**src/core/clauth_cfg.svh**
```systemverilog
// register offsets, field widths and codes, reset values and identity defaults
// assumes a 12-bit byte address within the port's management window
`ifndef CLAUTH_CFG_SVH
`define CLAUTH_CFG_SVH

`define CLAUTH_AW              12
`define CLAUTH_DW              32
`define CLAUTH_OFF_CLAIM_SET   12'hfa0
`define CLAUTH_OFF_CLAIM_CLR   12'hfa4
`define CLAUTH_OFF_PERM_STAT   12'hfb8
`define CLAUTH_OFF_ARCH_ID     12'hfbc
`define CLAUTH_CLAIM_W         2
`define CLAUTH_CLAIM_RST       2'h0
`define CLAUTH_CLAIM_IMPL      2'h3
`define CLAUTH_NPERM           6
`define CLAUTH_PERM_W          12
`define CLAUTH_PERM_RST        12'h000
`define CLAUTH_PERM_NONE       2'h0
`define CLAUTH_PERM_OFF        2'h2
`define CLAUTH_PERM_ON         2'h3
`define CLAUTH_ARCHITECT_DEF   11'h155
`define CLAUTH_ARCHITECTURE_ID_FIELD_DEF      16'h1234
`define CLAUTH_ARCH_PRESENT    1'h1
`define CLAUTH_ARCH_REV        4'h0
`define CLAUTH_ZERO32          32'h0000_0000

`endif

```
**src/core/clauth_pkg.sv**
```systemverilog
// shared types for the claim and permission register slice
// assumes the constants header is on the include path
`include "clauth_cfg.svh"

package clauth_pkg;

   typedef logic [`CLAUTH_AW-1:0]      clauth_addr_t;
   typedef logic [`CLAUTH_DW-1:0]      clauth_data_t;
   typedef logic [`CLAUTH_CLAIM_W-1:0] clauth_claim_t;
   typedef logic [`CLAUTH_PERM_W-1:0]  clauth_perm_t;

   typedef enum logic [1:0] {
      CLAUTH_SEL_NONE  = 2'h0,
      CLAUTH_SEL_SET   = 2'h1,
      CLAUTH_SEL_CLR   = 2'h3,
      CLAUTH_SEL_OTHER = 2'h2
   } clauth_sel_t;

endpackage

```
**src/core/clauth_if.sv**
```systemverilog
// internal carrier between the bus slave and its two register blocks
// assumes all three sit on pclk
`timescale 1ns/1ps

interface clauth_if;
   import clauth_pkg::*;

   logic          set_we;
   logic          clr_we;
   clauth_claim_t wbits;
   clauth_claim_t claim;
   clauth_perm_t  perm;

   modport regs  (output set_we, output clr_we, output wbits, input claim, input perm);
   modport claim_end (input set_we, input clr_we, input wbits, output claim);
   modport perm_end  (output perm);
endinterface

```
**src/core/clauth_claim.sv**
```systemverilog
// two-bit claim tag shared by the set and clear locations
// assumes one-cycle write strobes from the bus slave
`timescale 1ns/1ps
`include "clauth_cfg.svh"

module clauth_claim
   import clauth_pkg::*;
(
   input  wire logic  pclk,
   input  wire logic  presetn,
   clauth_if.claim_end cif
);

   clauth_claim_t claim_ff;
   clauth_claim_t nxt_claim;

   ////////////////////////////////////////////////////////////////////////////
   // set and clear of the token only

   always_comb begin
      nxt_claim = claim_ff;
      if (cif.set_we) begin
         nxt_claim = claim_ff | cif.wbits;
      end
      if (cif.clr_we) begin
         nxt_claim = claim_ff & ~cif.wbits;
      end
   end

   always_ff @(posedge pclk or negedge presetn) begin
      if (!presetn) begin
         claim_ff <= `CLAUTH_CLAIM_RST;
      end else begin
         claim_ff <= nxt_claim;
      end
   end

   assign cif.claim = claim_ff;

endmodule

```
**src/core/clauth_perm.sv**
```systemverilog
// permission status: synchronises the pin inputs and encodes six fields
// assumes impl and en pins are asynchronous to pclk
`timescale 1ns/1ps
`include "clauth_cfg.svh"

module clauth_perm
   import clauth_pkg::*;
(
   input  wire logic                     pclk,
   input  wire logic                     presetn,
   input  wire logic [`CLAUTH_NPERM-1:0] perm_impl,
   input  wire logic [`CLAUTH_NPERM-1:0] perm_en,
   clauth_if.perm_end                    cif
);

   logic [2*`CLAUTH_NPERM-1:0] meta_ff;
   logic [2*`CLAUTH_NPERM-1:0] sync_ff;
   logic [2*`CLAUTH_NPERM-1:0] nxt_meta;
   logic [2*`CLAUTH_NPERM-1:0] nxt_sync;
   clauth_perm_t               perm_ff;
   clauth_perm_t               nxt_perm;

   // never yields the reserved code
   function automatic logic [1:0] perm_code(input logic impl, input logic en);
      if (!impl) begin
         perm_code = `CLAUTH_PERM_NONE;
      end else if (en) begin
         perm_code = `CLAUTH_PERM_ON;
      end else begin
         perm_code = `CLAUTH_PERM_OFF;
      end
   endfunction

   ////////////////////////////////////////////////////////////////////////////
   // two-flop synchroniser then encode

   always_comb begin
      nxt_meta = {perm_impl, perm_en};
      nxt_sync = meta_ff;
      nxt_perm = `CLAUTH_PERM_RST;
      for (int i = 0; i < `CLAUTH_NPERM; i++) begin
         nxt_perm[2*i +: 2] = perm_code(sync_ff[`CLAUTH_NPERM+i], sync_ff[i]);
      end
   end

   always_ff @(posedge pclk or negedge presetn) begin
      if (!presetn) begin
         meta_ff <= {`CLAUTH_PERM_RST};
         sync_ff <= {`CLAUTH_PERM_RST};
         perm_ff <= `CLAUTH_PERM_RST;
      end else begin
         meta_ff <= nxt_meta;
         sync_ff <= nxt_sync;
         perm_ff <= nxt_perm;
      end
   end

   assign cif.perm = perm_ff;

endmodule

```
**src/core/clauth_top.sv**
```systemverilog
// apb slave for claim tag, permission status and architecture identity
// assumes a zero-wait apb master on pclk; perm pins are asynchronous
//
// Implementation choice: register access over APB.
`timescale 1ns/1ps
`include "clauth_cfg.svh"

module clauth_top
   import clauth_pkg::*;
#(
   parameter logic [10:0] ARCHITECT = `CLAUTH_ARCHITECT_DEF, // arbitrary value
   parameter logic [15:0] ARCH_ID   = `CLAUTH_ARCHITECTURE_ID_FIELD_DEF     // arbitrary value
)
(
   input  wire logic                     pclk,
   input  wire logic                     presetn,
   input  wire logic                     psel,
   input  wire logic                     penable,
   input  wire logic                     pwrite,
   input  wire logic [`CLAUTH_AW-1:0]    paddr,
   input  wire logic [`CLAUTH_DW-1:0]    pwdata,
   output      logic [`CLAUTH_DW-1:0]    prdata,
   output      logic                     pready,
   output      logic                     pslverr,
   input  wire logic [`CLAUTH_NPERM-1:0] perm_impl,
   input  wire logic [`CLAUTH_NPERM-1:0] perm_en,
   output      logic [`CLAUTH_CLAIM_W-1:0] claim_tag
);

   clauth_if     cif ();
   clauth_data_t rdata_ff;
   clauth_data_t nxt_rdata;
   logic         err_ff;
   logic         nxt_err;
   logic         setup;
   logic         access;
   clauth_sel_t  wsel;

   // word decode shared by read and write paths
   function automatic logic hit(input clauth_addr_t a, input clauth_addr_t off);
      hit = (a[`CLAUTH_AW-1:2] == off[`CLAUTH_AW-1:2]);
   endfunction

   ////////////////////////////////////////////////////////////////////////////
   // phases and write strobes

   assign setup  = psel & ~penable;
   assign access = psel & penable;
   assign pready = 1'b1;

   always_comb begin
      wsel = CLAUTH_SEL_NONE;
      if (access && pwrite) begin
         if (hit(paddr, `CLAUTH_OFF_CLAIM_SET)) begin
            wsel = CLAUTH_SEL_SET;
         end else if (hit(paddr, `CLAUTH_OFF_CLAIM_CLR)) begin
            wsel = CLAUTH_SEL_CLR;
         end else begin
            wsel = CLAUTH_SEL_OTHER;
         end
      end
   end

   assign cif.set_we = (wsel == CLAUTH_SEL_SET);
   assign cif.clr_we = (wsel == CLAUTH_SEL_CLR);
   assign cif.wbits  = pwdata[`CLAUTH_CLAIM_W-1:0];

   ////////////////////////////////////////////////////////////////////////////
   // read data and error, captured in the setup cycle

   always_comb begin
      nxt_rdata = rdata_ff;
      nxt_err   = err_ff;
      if (setup) begin
         nxt_rdata = `CLAUTH_ZERO32;
         nxt_err   = 1'b0;
         if (hit(paddr, `CLAUTH_OFF_CLAIM_SET)) begin
            nxt_rdata[`CLAUTH_CLAIM_W-1:0] = `CLAUTH_CLAIM_IMPL;
         end else if (hit(paddr, `CLAUTH_OFF_CLAIM_CLR)) begin
            nxt_rdata[`CLAUTH_CLAIM_W-1:0] = cif.claim;
         end else if (hit(paddr, `CLAUTH_OFF_PERM_STAT)) begin
            if (!pwrite) begin
               nxt_rdata[`CLAUTH_PERM_W-1:0] = cif.perm;
            end
         end else if (hit(paddr, `CLAUTH_OFF_ARCH_ID)) begin
            if (!pwrite) begin
               nxt_rdata = {ARCHITECT, `CLAUTH_ARCH_PRESENT, `CLAUTH_ARCH_REV, ARCH_ID};
            end
         end else begin
            nxt_err = 1'b1;
         end
      end
   end

   always_ff @(posedge pclk or negedge presetn) begin
      if (!presetn) begin
         rdata_ff <= `CLAUTH_ZERO32;
         err_ff   <= 1'b0;
      end else begin
         rdata_ff <= nxt_rdata;
         err_ff   <= nxt_err;
      end
   end

   assign prdata    = rdata_ff;
   assign pslverr   = access & err_ff;
   assign claim_tag = cif.claim;

   ////////////////////////////////////////////////////////////////////////////
   // register blocks

   clauth_claim u_claim (
      .pclk    (pclk),
      .presetn (presetn),
      .cif     (cif.claim_end)
   );

   clauth_perm u_perm (
      .pclk      (pclk),
      .presetn   (presetn),
      .perm_impl (perm_impl),
      .perm_en   (perm_en),
      .cif       (cif.perm_end)
   );

endmodule

```
**config.mk**
```make
export PLATFORM = sky130hd
export DESIGN_NAME = clauth_top
export DESIGN_NICKNAME = d
export VERILOG_FILES = /design/src/core/clauth_pkg.sv /design/src/core/clauth_if.sv /design/src/core/clauth_claim.sv /design/src/core/clauth_perm.sv /design/src/core/clauth_top.sv
export VERILOG_INCLUDE_DIRS = /design/src /design/src/core
export SDC_FILE = /design/constraint.sdc
export NUM_CORES = 1
export LEC_CHECK = 0
export BUFFER_PORTS_ARGS = -buffer_cell sky130_fd_sc_hd__buf_2
export CAP_MARGIN = 20
export CORE_MARGIN = 3
export CORE_UTILIZATION = 44
export CTS_CLUSTER_DIAMETER = 50
export DETAILED_ROUTE_END_ITERATION = 8
export PLACE_DENSITY = 0.78
export SYNTH_ARGS = -nofsm -noshare
export SYNTH_HDL_FRONTEND = slang
export SYNTH_HIERARCHICAL = 1
export SYNTH_SLANG_ARGS = --single-unit
```
**constraint.sdc**
```tcl
create_clock -name pclk -period 1.1 [get_ports pclk]
set_input_delay 0 -clock pclk [delete_from_list [all_inputs] [get_ports pclk]]
set_output_delay 0 -clock pclk [all_outputs]
set_load 0.02 [all_outputs]
```
==> impl_metrics.yaml <==
floorplan:
  dieHeight_um: 71.1
  die_width_um: 71.1
  start_util_pct: 45.9
  core_sq_um: 4060
  die_area_sq_um: 5050
  io_pins: 97
  std_cell_rows: 23
clock_tree:
  cts_tree: "built"
  root_buffer: "clkbuf_8"
  cts_max_level: 2
  cts_buffers: 5
  clk_pin_slew_worst_paths_ps: 90
  clockBufferDepth: 2
  clk_latency_ps: 300
  cts_num_sinks: 52
  cts_resized: 0
timing:
  tightest_slew_ps: 503
  slew-limit-headroom_pct: 66.0
  max_freq_ghz: 0.989
  skew_ps: 5.09
  finalSetupTns_ps: 0
  rsz0062_at_grt: "no"
  setup_violations: 0
  finalCriticalPeriod_ps: 1010
  finalHoldViolations: 0
  drv_slew: 0
  finalCritPeriodShare_pct: 91.9
yosys:
  synth_top_cell_area_share_pct: 69.8
  synth-edff-count: 0
  ys_ff_latch: 52
  synth.distinct_cells: 23
  synth_area_leader_cell: "dfrtp_1"
  synth_area_per_cell_sq_um: 12.9
  synth_most_common_cell: "dfrtp_1"
  async_flop_share_pct: 100
  synth_flop_cell: "dfrtp_1"
  yosys_warnings: 6
  ys_seq_area_share_pct: 69.8
  synth_commonest_cells: "52 x dfrtp_1, 21 x buf_4, 14 x nand2_1, 9 x inv_1, 7 x and2_1"
  netlist_instances: 144
  synthTopCellsByArea: "dfrtp_1 70%, buf_4 8.5%, nand2_1 2.8%, and2_1 2.3%, inv_1 1.8%"
  syn_area_sq_um: 1860
placement:
  gp_congestion: 0.780
  hpwl_mm: 2.06
  portBuffers: 50
worst_setup_path:
  worstPathArrival_ps: 1010
  cp_slowest_stage_delay_ps: 390
  setup.worst_path.end_class: "output pin"
  path_class: "reg -> out"
  worst_path_max_delay_cell: "dfrtp_1"
  start_kind: "register"
  crit_chain: "and3_1 -> buf_2"
  cp.required_ps: 1100
  path_max_fanout: 2
routing:
  drc: 0
  routed_wl_mm: 3.01
  drtPass1Iterations: 4
  initialDrtViolationCount: 24
  wl_per_cell_um: 11.6
  vias: 1223
  vias_per_cell: 4.70
  ant_nets: 0
pwr:
  p_int_mw: 2.76
  swShare_pct: 21.8
  p_total_mw: 3.54
  peakVddDrop_mv: 1.20
  clkPwrFrac_pct: 36.7
  powerDensity_nw_per_um2: 1500
  comb_power_share_pct: 6.9
  power.static_leakage_nw: 1.21
  power_frac_seq_pct: 56.4
  switching_power_uw: 772
run_status:
  outcome: "complete, no violations"
global_route:
  grt_overflow: 0
  grt_pass1_wl_mm: 5.10
  antenna_found_initial: 0
  gr-usage-all-layers_pct: 13.3
  grt_max_degree: 53
  grt_pass1_vias: 1142
job:
  drv_cap: 0
cells_and_area:
  n_antenna_cell: 0
  areaGrowthSynthToFinish_pct: 26.4
  nNetsFinal: 270
  drive_above_1_share_pct: 31.9
  post-route-util_pct: 58.1
worst_hold_path:
  hp-class: "in -> reg"
## cell families after synthesis
logic type | after synthesis | share of synthesized area, %
flops | 52 | 69.8
simple gates | 39 | 12.5
buf+inv | 30 | 10.3
other cells | 2 | 0.403
compound gates | 21 | 7.05
## path summary, 6_finish.rpt
path	from	end	slack, ps	depth (start not counted)
setup / recovery	err_ff	pslverr	90	2
min in group asynchronous	presetn	asynchronous set/reset pin	220	3
hold / removal	paddr[2]	prdata[2]	40	3
max in group asynchronous	presetn	u_perm/sync_ff[9]	650	3
setup reg to reg	register	prdata[1]	230	2
hold reg to reg	u_perm/meta_ff[11]	u_perm/sync_ff[11]	350	0
## layout by cell type, fill, tap and decap left out, drive strengths merged
master        n
nor4b         1
o21ai        12
nor2          5
clkinvlp      1
and2b         1
o22a          1
nor3          2
a21oi         4
and4          1
buf          52
inv          10
conb         14
and4bb        2
nand2b        1
dfrtp        52
bufinv        1
o211ai        2
o2111ai       2
and3b         1
and2          7
clkbuf        5
nand4         3
nand2        14
and3          1
dlygate4sd3  15
## power groups by stage
stage | Sequential, mW | Combinational, mW | Clock, mW
after floorplan | 2.03 | 0.129 | 0
after global placement | 2.03 | 0.199 | 0
after detailed placement | 2.03 | 0.204 | 0
after CTS | 2.00 | 0.245 | 1.34
after global routing | 2.00 | 0.273 | 1.43
final | 1.99 | 0.244 | 1.30
## flip-flops by register name (all words and copies together) (netlist names), named ones only
register / cells
prdata: 13
u_perm/sync_ff: 12
u_perm/cif.perm: 12
u_perm/meta_ff: 12
err_ff: 1
## repair_timing
action | 4_1_cts | 5_1_grt
hold endpoints to repair | 66 | 0
hold buffers | 15 | 0
buffers inserted | 0 | 0
## per-layer routing
layer,global-route usage [%],vias to the layer above,share of wire (%)
li1,-,568,-
met1,14.9,597,39
met2,22.5,51,52
met3,4.55,7,6.6
met4,6.89,0,2.2
met5,0,-,0
## area by class of cell
| cell class | instances | area (sq um) |
|---|---|---|
| Fill cell | 332 | 1700 |
| Sequential cell | 52 | 1300 |
| Timing Repair Buffer | 67 | 428 |
| Multi-Input combinational cell | 74 | 417 |
| Clock buffer | 5 | 68.8 |
| Tap cell | 50 | 62.6 |
| Clock inverter | 3 | 46.3 |
| Inverter | 9 | 33.8 |
## through the flow
stage                     instance area [sq um]  setup slack, ps  hold slack (ps)  std cells
after floorplan                            1910              209             -296        156
after global placement                     2090             72.3             2.49        237
after detailed placement                   2090             52.6             11.7        237
after CTS                                  2360             71.9             29.2        260
after global routing                       2360             47.2             61.3        260
final                                      2360             88.9             39.5        260
## critical path: cells and delay by family (launching register included)
kind                   cells  cell delay (ps)
DFF                        1              390
and+or+nand+nor            1              170
buffers and inverters      1              150
Note: power is estimated with default switching activity, not from simulation.
